==> src/hw/rcw_map.svh <==
// Functional notes
// - crystal option accepts only a 19.2 MHz crystal
// - external reference must be 19.2, 26, 38.4 or 52 MHz
// - strap bit2 picks crystal or external; bits1:0 pick frequency
// - pll multiply factor follows the decoded reference frequency
// - core and interface rates never depend on the reference choice
// - watchdog can interrupt, wake from standby and reset the core
// - watchdog counts on a 32 kHz clock, optionally from a pin
// - firmware can disable the watchdog; then no events at all
`ifndef RCW_MAP_SVH
`define RCW_MAP_SVH
// ==========================================================
// strap codes
`define RCW_CODE_XTAL 3'h0
`define RCW_CODE_EXT19 3'h4
`define RCW_CODE_EXT26 3'h5
`define RCW_CODE_EXT38 3'h6
`define RCW_CODE_EXT52 3'h7
// ==========================================================
// pll settings: every reference lands on a 2496 MHz vco at divide 1
// 19.2*130 = 26*96 = 38.4*65 = 52*48 = 2496
`define RCW_MULT_19 8'h82
`define RCW_MULT_26 8'h60
`define RCW_MULT_38 8'h41
`define RCW_MULT_52 8'h30
`define RCW_DIV_19 4'h1
`define RCW_DIV_26 4'h1
`define RCW_DIV_38 4'h1
`define RCW_DIV_52 4'h1
// ==========================================================
// slow clock and watchdog
`define RCW_SYS_HZ 100000000
`define RCW_SLOW_HZ 32768
`define RCW_SLOW_DIV (`RCW_SYS_HZ / (2 * `RCW_SLOW_HZ))
`define RCW_WD_INT_DEF 32'h00008000
`define RCW_WD_RST_DEF 32'h00010000
`endif

==> src/hw/rcw_pkg.sv <==
package rcw_pkg;
    typedef enum logic [2:0] {
        RCW_SRC_XTAL19,
        RCW_SRC_EXT19,
        RCW_SRC_EXT26,
        RCW_SRC_EXT38,
        RCW_SRC_EXT52,
        RCW_SRC_BAD
    } rcw_src_t;
    typedef enum logic [1:0] {
        RCW_WD_OFF,
        RCW_WD_RUN,
        RCW_WD_IRQ
    } rcw_wd_t;
endpackage

==> src/hw/rcw_ref_clock_select.sv <==
`include "rcw_map.svh"
module rcw_ref_clock_select #(
    parameter int SLOW_DIV = `RCW_SLOW_DIV
) (
    // clock and reset
    input wire logic sys_clk_i,
    input wire logic rstn_i,
    // straps and slow clock pin
    input wire logic [2:0] freq_select_strap_i,
    input wire logic slow_clock_in_i,
    input wire logic slow_ext_sel_i,
    // firmware watchdog control
    input wire logic wd_enable_i,
    input wire logic wd_kick_i,
    input wire logic [31:0] wd_int_limit_i,
    input wire logic [31:0] wd_rst_limit_i,
    input wire logic standby_i,
    // clock selection outputs
    output logic xtal_en_o,
    output logic ext_clk_en_o,
    output logic [7:0] pll_mult_o,
    output logic [3:0] pll_div_o,
    output logic pll_en_o,
    output logic cfg_err_o,
    output logic [2:0] ref_src_o,
    // watchdog outputs
    output logic wd_irq_o,
    output logic wd_wake_o,
    output logic wd_core_rst_o
);
    // ==========================================================
    // strap capture: three-stage sync runs through reset
    logic [2:0] strap_s0_r;
    logic [2:0] strap_s1_r;
    logic [2:0] strap_s2_r;
    logic [2:0] strap_r;
    logic seen_r;
    logic strap_ok_w;
    always_ff @(posedge sys_clk_i) begin
        strap_s0_r <= freq_select_strap_i;
        strap_s1_r <= strap_s0_r;
        strap_s2_r <= strap_s1_r;
    end
    assign strap_ok_w = (strap_s1_r == strap_s2_r);
    always_ff @(posedge sys_clk_i or negedge rstn_i) begin
        if (!rstn_i) begin
            seen_r <= 1'b0;
        end else if (strap_ok_w) begin
            seen_r <= 1'b1;
        end
    end
    // first agreeing edge after release latches the strap
    always_ff @(posedge sys_clk_i or negedge rstn_i) begin
        if (!rstn_i) begin
            strap_r <= 3'h0;
        end else if (!seen_r && strap_ok_w) begin
            strap_r <= strap_s2_r;
        end
    end
    // ==========================================================
    // decode
    function automatic rcw_pkg::rcw_src_t rcw_decode(input logic [2:0] c);
        unique case (c)
            `RCW_CODE_XTAL: return rcw_pkg::RCW_SRC_XTAL19;
            `RCW_CODE_EXT19: return rcw_pkg::RCW_SRC_EXT19;
            `RCW_CODE_EXT26: return rcw_pkg::RCW_SRC_EXT26;
            `RCW_CODE_EXT38: return rcw_pkg::RCW_SRC_EXT38;
            `RCW_CODE_EXT52: return rcw_pkg::RCW_SRC_EXT52;
            default: return rcw_pkg::RCW_SRC_BAD;
        endcase
    endfunction
    rcw_pkg::rcw_src_t src_w;
    logic bad_w;
    logic [7:0] mult_w;
    logic [3:0] div_w;
    assign src_w = rcw_decode(strap_r);
    assign bad_w = (src_w == rcw_pkg::RCW_SRC_BAD);
    // every factor lands on the same vco rate, so core rates stay fixed
    assign mult_w = (src_w == rcw_pkg::RCW_SRC_EXT26) ? `RCW_MULT_26 :
                    (src_w == rcw_pkg::RCW_SRC_EXT38) ? `RCW_MULT_38 :
                    (src_w == rcw_pkg::RCW_SRC_EXT52) ? `RCW_MULT_52 :
                    `RCW_MULT_19;
    assign div_w = (src_w == rcw_pkg::RCW_SRC_EXT26) ? `RCW_DIV_26 :
                   (src_w == rcw_pkg::RCW_SRC_EXT38) ? `RCW_DIV_38 :
                   (src_w == rcw_pkg::RCW_SRC_EXT52) ? `RCW_DIV_52 :
                   `RCW_DIV_19;
    always_ff @(posedge sys_clk_i or negedge rstn_i) begin
        if (!rstn_i) begin
            xtal_en_o <= 1'b0;
            ext_clk_en_o <= 1'b0;
            pll_mult_o <= 8'h00;
            pll_div_o <= 4'h0;
            pll_en_o <= 1'b0;
            cfg_err_o <= 1'b0;
            ref_src_o <= 3'h0;
        end else if (seen_r) begin
            xtal_en_o <= (src_w == rcw_pkg::RCW_SRC_XTAL19);
            ext_clk_en_o <= !bad_w && strap_r[2];
            pll_mult_o <= bad_w ? 8'h00 : mult_w;
            pll_div_o <= bad_w ? 4'h0 : div_w;
            pll_en_o <= !bad_w;
            cfg_err_o <= bad_w;
            ref_src_o <= src_w;
        end
    end
    // ==========================================================
    // slow clock: 3-stage pin sync or internal divider
    logic [2:0] slow_sync_r;
    logic slow_lvl_r;
    logic slow_prev_r;
    logic int_slow_r;
    logic [15:0] div_cnt_r;
    logic slow_tick_w;
    always_ff @(posedge sys_clk_i or negedge rstn_i) begin
        if (!rstn_i) begin
            slow_sync_r <= 3'h0;
            slow_lvl_r <= 1'b0;
        end else begin
            slow_sync_r <= {slow_sync_r[1:0], slow_clock_in_i};
            if (slow_sync_r[1] == slow_sync_r[2]) begin
                slow_lvl_r <= slow_sync_r[2];
            end
        end
    end
    always_ff @(posedge sys_clk_i or negedge rstn_i) begin
        if (!rstn_i) begin
            div_cnt_r <= 16'h0000;
            int_slow_r <= 1'b0;
            slow_prev_r <= 1'b0;
        end else begin
            slow_prev_r <= slow_ext_sel_i ? slow_lvl_r : int_slow_r;
            if (div_cnt_r == 16'(SLOW_DIV - 1)) begin
                div_cnt_r <= 16'h0000;
                int_slow_r <= !int_slow_r;
            end else begin
                div_cnt_r <= div_cnt_r + 16'h0001;
            end
        end
    end
    assign slow_tick_w = (slow_ext_sel_i ? slow_lvl_r : int_slow_r)
                         && !slow_prev_r;
    // ==========================================================
    // watchdog
    rcw_pkg::rcw_wd_t wd_r;
    rcw_pkg::rcw_wd_t wd_nxt;
    logic [31:0] wd_cnt_r;
    logic int_hit_w;
    logic rst_hit_w;
    assign int_hit_w = slow_tick_w && (wd_cnt_r + 32'h1 >= wd_int_limit_i);
    assign rst_hit_w = slow_tick_w && (wd_cnt_r + 32'h1 >= wd_rst_limit_i);
    always_comb begin
        wd_nxt = wd_r;
        unique case (wd_r)
            rcw_pkg::RCW_WD_OFF: if (wd_enable_i) wd_nxt = rcw_pkg::RCW_WD_RUN;
            rcw_pkg::RCW_WD_RUN: begin
                if (!wd_enable_i) begin
                    wd_nxt = rcw_pkg::RCW_WD_OFF;
                end else if (!wd_kick_i && int_hit_w) begin
                    wd_nxt = rcw_pkg::RCW_WD_IRQ;
                end
            end
            rcw_pkg::RCW_WD_IRQ: begin
                if (!wd_enable_i) begin
                    wd_nxt = rcw_pkg::RCW_WD_OFF;
                end else if (wd_kick_i) begin
                    wd_nxt = rcw_pkg::RCW_WD_RUN;
                end
            end
            default: wd_nxt = rcw_pkg::RCW_WD_OFF;
        endcase
    end
    always_ff @(posedge sys_clk_i or negedge rstn_i) begin
        if (!rstn_i) begin
            wd_r <= rcw_pkg::RCW_WD_OFF;
            wd_cnt_r <= 32'h0;
            wd_irq_o <= 1'b0;
            wd_wake_o <= 1'b0;
            wd_core_rst_o <= 1'b0;
        end else begin
            wd_r <= wd_nxt;
            if (!wd_enable_i || wd_kick_i || rst_hit_w) begin
                wd_cnt_r <= 32'h0;
            end else if (slow_tick_w) begin
                wd_cnt_r <= wd_cnt_r + 32'h1;
            end
            wd_irq_o <= wd_enable_i
                && (wd_nxt == rcw_pkg::RCW_WD_IRQ);
            wd_wake_o <= wd_enable_i && standby_i && int_hit_w && !wd_kick_i;
            wd_core_rst_o <= wd_enable_i && !wd_kick_i
                && rst_hit_w;
        end
    end
endmodule
==> config.mk <==
export PLATFORM = sky130hd
export DESIGN_NAME = rcw_ref_clock_select
export DESIGN_NICKNAME = d
export VERILOG_FILES = /design/src/hw/rcw_pkg.sv /design/src/hw/rcw_ref_clock_select.sv
export VERILOG_INCLUDE_DIRS = /design/src /design/src/hw
export SDC_FILE = /design/constraint.sdc
export NUM_CORES = 1
export LEC_CHECK = 0
export BUFFER_PORTS_ARGS = -buffer_cell sky130_fd_sc_hd__buf_2
export CORE_ASPECT_RATIO = 2
export CORE_MARGIN = 2
export CORE_UTILIZATION = 25
export CTS_CLUSTER_DIAMETER = 60
export DETAILED_ROUTE_END_ITERATION = 16
export GPL_TIMING_DRIVEN = 1
export PLACE_DENSITY = 0.49
export SYNTH_ARGS = -nofsm -noshare
export SYNTH_HDL_FRONTEND = slang
export SYNTH_SLANG_ARGS = --single-unit
==> constraint.sdc <==
create_clock -name sys_clk_i -period 3.66 [get_ports sys_clk_i]
set_input_delay 0.183 -clock sys_clk_i [delete_from_list [all_inputs] [get_ports sys_clk_i]]
set_output_delay 0.183 -clock sys_clk_i [all_outputs]
set_load 0.03 [all_outputs]
[After elaboration in Yosys (flattened, before gate mapping)]
Cells that the tools add are included.
Word-level totals
  flip-flop bits (word level): 91
Cells by class
  add/subtract/negate cells: 2
  order comparisons: 2
  equal/unequal tests: 14
  multiplexer cells: 16
  reduce and logical (&&, ||, !) cells: 24
Operator list (count)
  greater-or-equal comparator 32 bit: 2
  2-to-1 mux 32 bit: 2
  adder 32 x 1 -> 32 bit (second input constant): 1
  2-to-1 mux 8 bit: 4
  == test 3 bit (second input constant): 6
  adder 16 x 1 -> 16 bit (second input constant): 1
  == test 16 x 11 -> 1 bit (second input constant): 1
  2-to-1 mux 16 bit: 1
  one-hot mux 3 bit (5 select lines): 1
  logical AND 1 bit: 12
  2-to-1 mux 2 bit: 5
  == test 3 x 2 -> 1 bit (second input constant): 2
  logical NOT 1 bit: 6
  logical NOT 3 bit: 2
  one-hot mux 2 bit (3 select lines): 1
  == test 2 bit (second input constant): 2
  == test 3 bit: 1
  == test 2 x 1 -> 1 bit (second input constant): 1
  logical NOT 2 bit: 1
  logical OR 1 bit: 2
  2-to-1 mux 1 bit: 2
  nonzero test 2 bit: 1
  == test 1 bit: 1

[Logic depth before layout (Yosys ltp)]
Gate-level depths: netlist of run 1.
  depth after elaboration: 9
  gate-level depth with buffers: 17
  mapped depth without buffers: 16

[Worst setup path after synthesis of run 1]
No wires, ideal clock.
  path kind: reg2reg
  start point: register wd_cnt_r[2]
  end point: register wd_cnt_r[11]
  arrival time: 3.467 ns
  required time: 3.594 ns
  slack: 0.128 ns
  cell stages (with the launch flop): 17
  buffers on the path: 2
  period minus slack after synthesis: 3.532 ns
  path through: dfrtp_1 > nand3_2 > or3_1 > buf_6 > nor2_1 > and3_1 > nand2_1 > xnor2_1 > ha_1 > a21oi_1 > o21ai_0 > a2111oi_0 > nand3_1 > nor4_1 > clkbuf_1 > o21ai_0 > nand2_1
On the way
  cells in the longest elaborated chain, start to end: 5
  elaborated cells between the ends (all ways): 7
  classes of those cells: add/sub (1); order compare (1); mux (2); reduce/logical (3)
Ends and longest elaborated chain
  start, declared: line rcw_ref_clock_select.sv:146  | logic [31:0] wd_cnt_r;
  start signal, assigned: line rcw_ref_clock_select.sv:184  | wd_cnt_r <= wd_cnt_r + 32'h1;
  adder 32 x 1 -> 32 bit (*): line rcw_ref_clock_select.sv:150, rcw_ref_clock_select.sv:184
  greater-or-equal comparator 32 bit: line rcw_ref_clock_select.sv:150  | assign rst_hit_w = slow_tick_w && (wd_cnt_r + 32'h1 >= wd_rst_limit_i);
  logical AND 1 bit: line rcw_ref_clock_select.sv:150
  logical OR 1 bit: line rcw_ref_clock_select.sv:181  | if (!wd_enable_i || wd_kick_i || rst_hit_w) begin
  2-to-1 mux 32 bit / nonzero test 2 bit (equally long branches)
Every way passes the cells marked *; elsewhere a longest branch is shown, timed or not. The select of a mux whose other input is x is not followed.
A chain may end at the register's enable or synchronous reset.

[Worst setup path after layout of run 1]
  start point: register wd_cnt_r[1]
  end point: register wd_cnt_r[3]
Same word-level chain as after synthesis.

==> flow_metrics.py, run 1 <==
metrics = {
    "sta": {
        "fin_setup_tns_ps": 0,
        "rsz0062_at_grt": "false",
        "relSlewSlack": 0.233,
        "fin_skew_ps": 12.9,
        "setup_viol": 0,
        "tightest_slew_ps": 1150,
        "min_period_ps": 3440,
        "finalCritPeriodShare": 0.941,
        "fin_ws_ps": 216,
        "slew_viol_final": 0,
        "hold_slack_ps": 12.1,
        "hold_viol_final": 0,
        "fmax_mhz": 290,
    },
    "finish": {
        "final_cell_mix": "buf_2, inv_1, nand2_1, dfrtp_1, ha_1",
        "final_area_mm2": 0.00720,
        "drive_gt1_frac": 0.265,
        "nNetsFinal": 918,
        "syn_to_final_growth_pct": 30.7,
        "final_common_cell": "buf_2",
        "diodes": 0,
    },
    "clocking": {
        "cts-buffers-inserted": 9,
        "h-tree-depth": 3,
        "insertion_delay_ps": 350,
        "clkSlewWorstSetupHoldPaths_ps": 70,
        "cts_root_buffer": "clkbuf_16",
        "cts_tree": "yes",
        "clk_path_buf_depth": 2,
        "clock_sinks": 84,
    },
    "floorplan": {
        "fp.dieW_um": 109,
        "coreArea_mm2": 0.0216,
        "initial_utilization": 0.255,
        "fp.dieArea_mm2": 0.0233,
        "core.rowCount": 76,
        "die_height_um": 214,
        "io_pins": 96,
    },
    "logic_synthesis": {
        "synth.area.top_cells": "dfrtp_1, ha_1, xnor2_1",
        "netlist_instances": 633,
        "synth_edf_count": 0,
        "synthFlopType": "dfrtp_1",
        "yosysTopAreaCell": "dfrtp_1",
        "synth_seq_cells": 84,
        "async_flop_share": 0.893,
        "seq_area_frac_synth": 0.373,
        "synth.avg_cell_area_um2": 8.71,
        "syn_area_mm2": 0.00551,
        "synth_largest_type_area_fraction": 0.340,
        "synth_cell_type_count": 48,
        "yosysWarnings": 0,
    },
    "placed_design": {
        "post-dp-hpwl_mm": 12.1,
        "dp_slack_ps": -325,
        "port_buffers": 90,
        "finalWeightedCongestion": 0.833,
        "postPlaceCellArea_mm2": 0.00664,
    },
    "setup_path": {
        "endpoint_kind": "flip-flop",
        "critPathLaunchType": "flip-flop",
        "crit_type": "flip-flop to flip-flop",
        "crit_fanout": 11,
        "critPathRequiredTime_ps": 3950,
        "cp.arrival_ps": 3730,
    },
    "detailed_routing": {
        "drt_first_pass_iters": 4,
        "wl_mm": 15.0,
        "drt_iter0_markers": 83,
        "num_vias": 4670,
        "vias_per_cell": 4.43,
        "drc": 0,
        "wl_per_cell_um": 14.2,
        "drtAntennaViolNets": 0,
    },
    "global_route": {
        "grt_max_degree": 76,
        "grt_overflow": 0,
        "grt_util_all_layers": 0.134,
        "grt_pass1_vias": 4978,
        "grt_pass1_wl_mm": 23.9,
        "antenna_found_initial": 1,
    },
    "power": {
        "p_total_uw": 2090,
        "p_per_area_mw_per_mm2": 291,
        "leakage_uw": 0.00382,
        "ir_drop_mv": 0.214,
    },
    "min_path": {
        "hold_path_class": "input port to async pin",
    },
    "job": {
        "cap_violations": 0,
    },
    "run_status": {
        "status": "finished, final reports clean",
    },
}
[what timing repair did]
action / in CTS / in global routing
pin swaps: 1 / 11
endpoints found under the setup margin: 33 / 37
gates resized for setup: 5 / 36
hold endpoints to repair: 4 / 0
hold buffers: 4 / 0
gates cloned: 0 / 0
setup buffers: 0 / 2
[flip-flops by register name, summed over array words and instances (netlist names)]
register,count
cfg_err_o,1
div_cnt_r,16
ext_clk_en_o,1
int_slow_r,1
pll_en_o,1
pll_mult_o,5
ref_src_o,3
seen_r,1
slow_lvl_r,1
slow_prev_r,1
slow_sync_r,3
strap_r,3
strap_s0_r,3
strap_s1_r,3
strap_s2_r,3
wd_cnt_r,32
wd_core_rst_o,1
wd_irq_o,1
wd_r,2
wd_wake_o,1
xtal_en_o,1
[power breakdown]
part	switching (uW)	internal, uW	total, uW
registers	5.03	937	942
clock network	415	564	978
logic	103	70.5	174
[cells in the mapped netlist (all sizes together), types with 3 or more instances]
library cell  instances
buf                  11
mux2                  7
dfxtp                 9
xnor2                44
o21ai                36
nor2                 60
a21o                  6
a21oi                28
dfrtp                75
nor4                  3
and4                  6
or3                   3
clkbuf               10
inv                  81
and2                  3
nand4                16
ha                   67
nor2b                 5
nand3                27
xor2                 20
nor3                 10
nand2                76
and3                  8
[path summary, 6_finish.rpt]
| kind | start | end | slack (ps) | cells past startpoint |
|---|---|---|---|---|
| worst max-delay path | wd_cnt_r[1] | wd_cnt_r[3] | 220 | 18 |
| worst min-delay path | rstn_i | wd_cnt_r[31] | 10 | 1 |
| worst max register to register | wd_cnt_r[1] | wd_cnt_r[3] | 220 | 18 |
| worst min register to register | strap_s0_r[1] | strap_s1_r[1] | 330 | 0 |
| max in group asynchronous | rstn_i | div_cnt_r[0] | 2980 | 1 |
| min in group sys_clk_i | standby_i | wd_wake_o | 80 | 3 |
[area by class of cell]
type,count,area [um^2]
fillers,2299,14400
multi-input cells,451,3250
flip-flops and latches,84,2060
repair buffers,150,938
well taps,273,342
inverters,81,304
clock buffers,10,239
clock inverters,6,78.8
[metrics by stage]
stage                util  std cells
global placement    0.308       1033
finish              0.334       1055
floorplan               -        637
CTS                 0.325       1053
detailed placement  0.308       1033
global route        0.334       1055
[worst max-delay path, stage by stage, from the launching register on]
cell	delay, ps
dfrtp_1	390
ha_2	200
nand3_2	110
nor2_2	120
nand2_1	100
nor2_2	150
and3_1	180
xnor2_1	170
inv_1	130
ha_1	290
nand2_1	150
o21ai_1	160
a222oi_1	390
nand3_2	150
nor4_2	230
buf_4	160
buf_12	120
o21ai_0	80
nand2_1	90
[cells by family (layout without fill, tap and decap cells)]
group,count (synthesis),in the layout,share of synthesized area
AOI/OAI and AO/OA,83,83,0.0860
xor gates and xnor gates,64,64,0.103
adders and majority gates,69,69,0.156
buffers and inverters,102,247,0.0762
DFF,84,84,0.373
muxes,8,8,0.0161
other,1,5,0.000680
and+or+nand+nor,222,222,0.189
[routing by layer]
layer / vias to the layer above / routed length [um] / GRT usage
li1: 2388 / - / -
met1: 2183 / 5060 / 0.124
met2: 69 / 8920 / 0.266
met3: 28 / 397 / 0.0170
met4: 2 / 597 / 0.0701
met5: - / 16 / 0
Power figures use the tool's default switching activity.
==> run 2: changes to the inputs <==
CORE_ASPECT_RATIO = default   (was 2)
CORE_UTILIZATION = 40   (was 25)
CTS_CLUSTER_DIAMETER = 30   (was 60)
PLACE_DENSITY = 0.69   (was 0.49)
==> run 2 against run 1 <==
Sequential power is essentially flat. Count of clock-buffer cells in the layout shrank 1. Non-clock buffer count shrank 7. Final cell count shrank 9.9%. Sequential cell count is the same. Final area shrank 1.7%. Register-to-register slack lost 130 ps. Clock skew shrank 5.5 ps. Global-route usage grew 4.0 points. Clock power grew 5%. Power grew 2.4%.
==> flow_metrics.py, run 2 (synthesis gave the netlist of run 1 again) <==
metrics = {
    "floorplan": {
        "die_height_um": 121,
        "fp.dieW_um": 121,
        "fp.dieArea_mm2": 0.0147,
        "coreArea_mm2": 0.0133,
        "core.rowCount": 42,
        "initial_utilization": 0.413,
        "io_pins": 96,
    },
    "global_route": {
        "grt_overflow": 0,
        "grt.met3_usage": 0.0287,
        "grt_max_degree": 76,
        "use_met2": 0.301,
        "antenna_found_initial": 0,
        "grt_pass1_wl_mm": 20.5,
        "grt_util_all_layers": 0.173,
        "grt_pass1_vias": 4541,
        "busiest_layer": "met2",
        "grt_util_met1": 0.228,
    },
    "power": {
        "leakage_uw": 0.00379,
        "ir_drop_mv": 0.286,
        "p_total_uw": 2140,
        "p_per_area_mw_per_mm2": 303,
    },
    "run_status": {
        "status": "finished, final reports clean",
    },
    "placed_design": {
        "place_inst": 915,
        "dp_slack_ps": -45.7,
        "finalWeightedCongestion": 0.802,
        "post-dp-hpwl_mm": 9.25,
        "port_buffers": 90,
    },
    "finish": {
        "nNetsFinal": 911,
        "largest_register_ffs": 32,
        "syn_to_final_growth_pct": 28.4,
        "reg.largest.list": "wd_cnt_r: 32 flops, div_cnt_r: 16 flops, pll_mult_o: 5 flops",
        "diodes": 0,
        "final_cell_mix": "buf_2, inv_1, dfrtp_1, nand2_1, ha_1",
        "fin_cells": 951,
        "largest-register": "wd_cnt_r",
        "final_common_cell": "buf_2",
        "drive_gt1_frac": 0.271,
    },
    "clocking": {
        "clkSlewWorstSetupHoldPaths_ps": 70,
        "h-tree-depth": 3,
        "clock_sinks": 84,
        "cts_root_buffer": "clkbuf_16",
        "cts_tree": "yes",
        "clk_path_buf_depth": 2,
        "insertion_delay_ps": 340,
        "cts-buffers-inserted": 9,
    },
    "setup_path": {
        "cp.buffers_inverters": 4,
        "critPathLaunchType": "flip-flop",
        "endpoint_kind": "flip-flop",
        "cp.arrival_ps": 3850,
        "r2r_cells": 16,
        "cp_common_cell": "buf_4",
        "critPathRequiredTime_ps": 3930,
        "cp_slowest_stage_delay_ps": 440,
        "crit_type": "flip-flop to flip-flop",
        "cp_cell_sequence": "nand2_2 -> or3_4 -> buf_6 -> nor3b_4 -> nand4_2 -> xnor2_2 -> ha_1 -> nand4_1 -> inv_1 -> a222oi_1 -> nand3_2 -> buf_4 -> nor2_1 -> o21ai_1 -> buf_4 -> nor2_2",
        "crit_fanout": 10,
        "path_depth": 16,
        "cpMaxStageDelayCell": "a222oi_1",
        "crit_family": "simple AND/OR/NAND/NOR gates",
    },
    "detailed_routing": {
        "drtAntennaViolNets": 0,
        "wl_mm": 12.3,
        "drt_first_pass_iters": 4,
        "drc": 0,
        "num_vias": 4598,
        "wl_per_cell_um": 12.9,
        "drt_iter0_markers": 181,
        "vias_per_cell": 4.83,
    },
    "sta": {
        "hold_slack_ps": 55.2,
        "relSlewSlack": 0.260,
        "tightest_slew_ps": 1110,
        "fin_ws_ps": 81.8,
        "hold_viol_final": 0,
        "slew_viol_final": 0,
        "fin_skew_ps": 7.40,
        "setup_viol": 0,
        "min_period_ps": 3580,
        "finalCritPeriodShare": 0.978,
        "rsz0062_at_grt": "true",
        "fmax_mhz": 279,
    },
    "job": {
        "cap_violations": 0,
    },
    "min_path": {
        "hold_path_class": "input port to async pin",
    },
}
[run 2: final cells by class]
type,count,area (um^2)
well taps,176,220
flip-flops and latches,84,2060
clock buffers,9,225
clock inverters,7,119
repair buffers,143,867
inverters,81,304
multi-input cells,451,3290
fillers,1238,6270
[run 2: final timing paths]
kind | start | endpoint | slack [ps]
max | wd_cnt_r[0] | wd_cnt_r[26] | 80
min | rstn_i | ref_src_o[2] | 60
max reg2reg | wd_cnt_r[0] | wd_cnt_r[26] | 80
min reg2reg | strap_s0_r[0] | strap_s1_r[0] | 330
max in group asynchronous | rstn_i | wd_cnt_r[6] | 2970
min in group sys_clk_i | standby_i | wd_wake_o | 60
[run 2: routing by layer]
metal / vias up / wire [um]
met5: - / 0
met4: 0 / 89
met3: 9 / 611
met2: 100 / 5950
met1: 2112 / 5640
li1: 2377 / -
[run 2: report_power, final]
group	total [uW]	internal (uW)	switching, uW
logic	171	71.8	99.3
clock network	1030	619	411
registers	942	937	5.55
total	2140	1630	515
[run 2: what timing repair did]
action                     in CTS  in global routing
buffers inserted                0                 15
hold buffers                    4                  0
gates cloned                    0                  1
gates resized for setup         1                 61
pin swaps                       0                 25
setup endpoints to repair       5                 36
hold endpoints to repair        4                  0
[run 2: per-stage QoR]
stage               TNS (ps)  instance area (um^2)   util
detailed placement      -105                  6330  0.474
global placement           0                  6330  0.474
finish                     0                  7080  0.530
floorplan                  0                  5530      -
CTS                        0                  6720  0.503
global route           -2980                  7080  0.530
==> run 3: changes to the inputs <==
CORE_UTILIZATION = 35   (was 40)
PLACE_DENSITY = 0.62   (was 0.69)
==> run 3 against run 2 <==
Combinational power decreased by 3%. Die area is 14% higher. Power down 8.4%. Setup slack improved by 78 ps. Sequential power barely moved. Register-to-register slack gained 80 ps. The run now ends with hold timing left. Critical endpoint is now wd_cnt_r[14]. Utilization down 7.2 points. Count of clock-buffer cells in the layout is 1 higher. Clock skew is essentially flat. Final cell count up 4.1%. Highest routed layer unchanged. Global-route usage decreased by 1.8 points. Maximum frequency grew 2.2%.
==> flow_metrics.py, run 3 (synthesis gave the netlist of run 1 again) <==
metrics = {
    "power": {
        "p_total_uw": 1960,
        "ir_drop_mv": 0.376,
        "leakage_uw": 0.00379,
        "p_per_area_mw_per_mm2": 280,
    },
    "sta": {
        "hold_viol_final": 6,
        "fmax_mhz": 286,
        "rsz0062_at_grt": "true",
        "hold_slack_ps": -24.2,
        "relSlewSlack": 0.246,
        "tightest_slew_ps": 1130,
        "fin_skew_ps": 7.84,
        "finalCritPeriodShare": 0.956,
        "min_period_ps": 3500,
        "slew_viol_final": 0,
        "setup_viol": 0,
        "fin_setup_tns_ps": 0,
    },
    "global_route": {
        "grt_util_met1": 0.201,
        "grt_overflow": 0,
        "grt_pass1_wl_mm": 20.9,
        "grt.met3_usage": 0.0314,
        "use_met2": 0.267,
        "grt_util_all_layers": 0.155,
        "antenna_found_initial": 0,
        "grt_max_degree": 76,
        "busiest_layer": "met2",
        "grt_pass1_vias": 4611,
    },
    "job": {
        "cap_violations": 0,
    },
    "finish": {
        "ff_latch_area_mm2": 0.00206,
        "reg.largest.list": "wd_cnt_r: 32 flops, div_cnt_r: 16 flops, pll_mult_o: 5 flops",
        "diodes": 0,
        "largest-register": "wd_cnt_r",
        "drive_gt1_frac": 0.255,
        "multi_input_area_mm2": 0.00322,
        "final_common_cell": "buf_2",
        "nNetsFinal": 915,
        "syn_to_final_growth_pct": 27.3,
        "largest_register_ffs": 32,
        "fin_util": 0.458,
        "fill_cells": 1546,
        "final_cell_mix": "buf_2, inv_1, dfrtp_1, nand2_1, ha_1",
    },
    "setup_path": {
        "cp_slowest_stage_delay_ps": 360,
        "critPathRequiredTime_ps": 3930,
        "cp_common_cell": "buf_4",
        "ff2ff_setup_slack_ps": 160,
        "cp.arrival_ps": 3770,
        "crit_type": "flip-flop to flip-flop",
        "cpMaxStageDelayCell": "a2111oi_2",
        "cp_cell_sequence": "and3_1 -> nand4_1 -> buf_4 -> nor2_2 -> and3_4 -> nand3_1 -> xnor2_2 -> ha_1 -> and4_1 -> a2111oi_2 -> buf_4 -> nand3_1 -> nor4_2 -> buf_4 -> nor2_2 -> o21ai_0",
        "r2r_cells": 16,
        "endpoint_kind": "flip-flop",
        "r2r_start": "wd_cnt_r[10]",
        "crit_fanout": 6,
        "critPathLaunchType": "flip-flop",
        "timing.rr.end": "wd_cnt_r[14]",
    },
    "detailed_routing": {
        "wl_per_cell_um": 12.4,
        "drtAntennaViolNets": 0,
        "drt_iter0_markers": 205,
        "vias_per_cell": 4.58,
        "num_vias": 4537,
        "drc": 0,
        "wl_mm": 12.3,
        "drt_first_pass_iters": 5,
    },
    "clocking": {
        "cts_tree": "yes",
        "h-tree-depth": 3,
        "clk_path_buf_depth": 2,
        "cts-buffers-inserted": 9,
        "insertion_delay_ps": 350,
        "clock_sinks": 84,
        "clkSlewWorstSetupHoldPaths_ps": 70,
        "cts_root_buffer": "clkbuf_16",
    },
    "floorplan": {
        "core.rowCount": 45,
        "coreArea_mm2": 0.0153,
        "die_height_um": 130,
        "io_pins": 96,
        "initial_utilization": 0.360,
        "fp.dieW_um": 130,
        "fp.dieArea_mm2": 0.0168,
    },
    "placed_design": {
        "finalWeightedCongestion": 0.840,
        "post-dp-hpwl_mm": 9.54,
        "port_buffers": 90,
    },
    "run_status": {
        "violations": "hold timing",
        "status": "finished with violations",
    },
    "min_path": {
        "hold_path_class": "input port to async pin",
    },
}
## run 3: timing repair
action | in CTS | in global routing
setup endpoints to repair | 2 | 34
cloned | 0 | 1
buffers inserted | 0 | 10
resized for setup | 1 | 41
hold buffers | 4 | 0
hold endpoints to repair | 4 | 0
pin swaps | 0 | 18
## run 3: power breakdown
group / switching (uW) / leakage, uW / total (uW) / internal (uW)
sequential: 5.28 / 0.00108 / 943 / 937
clock: 388 / 0.000140 / 855 / 467
combinational: 97.1 / 0.00257 / 166 / 68.5
## run 3: worst max-delay path by stage
| stage | startpoint | endpoint | slack, ps |
|---|---|---|---|
| after floorplan | wd_cnt_r[2] | wd_cnt_r[11] | 130 |
| after global placement | wd_cnt_r[1] | wd_cnt_r[10] | -60 |
| after detailed placement | wd_cnt_r[1] | wd_cnt_r[10] | -40 |
| after CTS | wd_cnt_r[1] | wd_cnt_r[22] | 4 |
| after global routing | wd_cnt_r[1] | wd_cnt_r[6] | -40 |
| final | wd_cnt_r[10] | wd_cnt_r[14] | 160 |
## run 3: stage by stage
stage          setup WS (ps)  area [um^2]  hold slack [ps]  instances
6_report                 159         7020            -24.2        990
5_1_grt                -44.0         7020             57.6        990
4_1_cts                 3.60         6770             33.7        979
3_5_place_dp           -38.5         6460              287        959
3_3_place_gp           -59.8         6460              286        959
2_1_floorplan            128         5530             -113        637
## run 3: metal layers
metal,wire length [um],vias up
li1,-,2375
met1,5890,2067
met2,5760,83
met3,553,12
met4,114,0
met5,0,-
## run 3: final cells by class
type	count	share of cell area
Clock buffer	10	0.0326
Clock inverter	6	0.00642
Inverter	81	0.0433
Multi-Input combinational cell	451	0.458
Sequential cell	84	0.293
Tap cell	211	0.0376
Timing Repair Buffer	147	0.128
## run 3: worst max-delay path, delay by kind of cell (launching register included)
kind,cells,cell delay (ps)
simple gates,9,1510
buf+inv,3,590
compound gates,2,520
flops,1,340
fa+ha+maj,1,260
xor+xnor,1,210
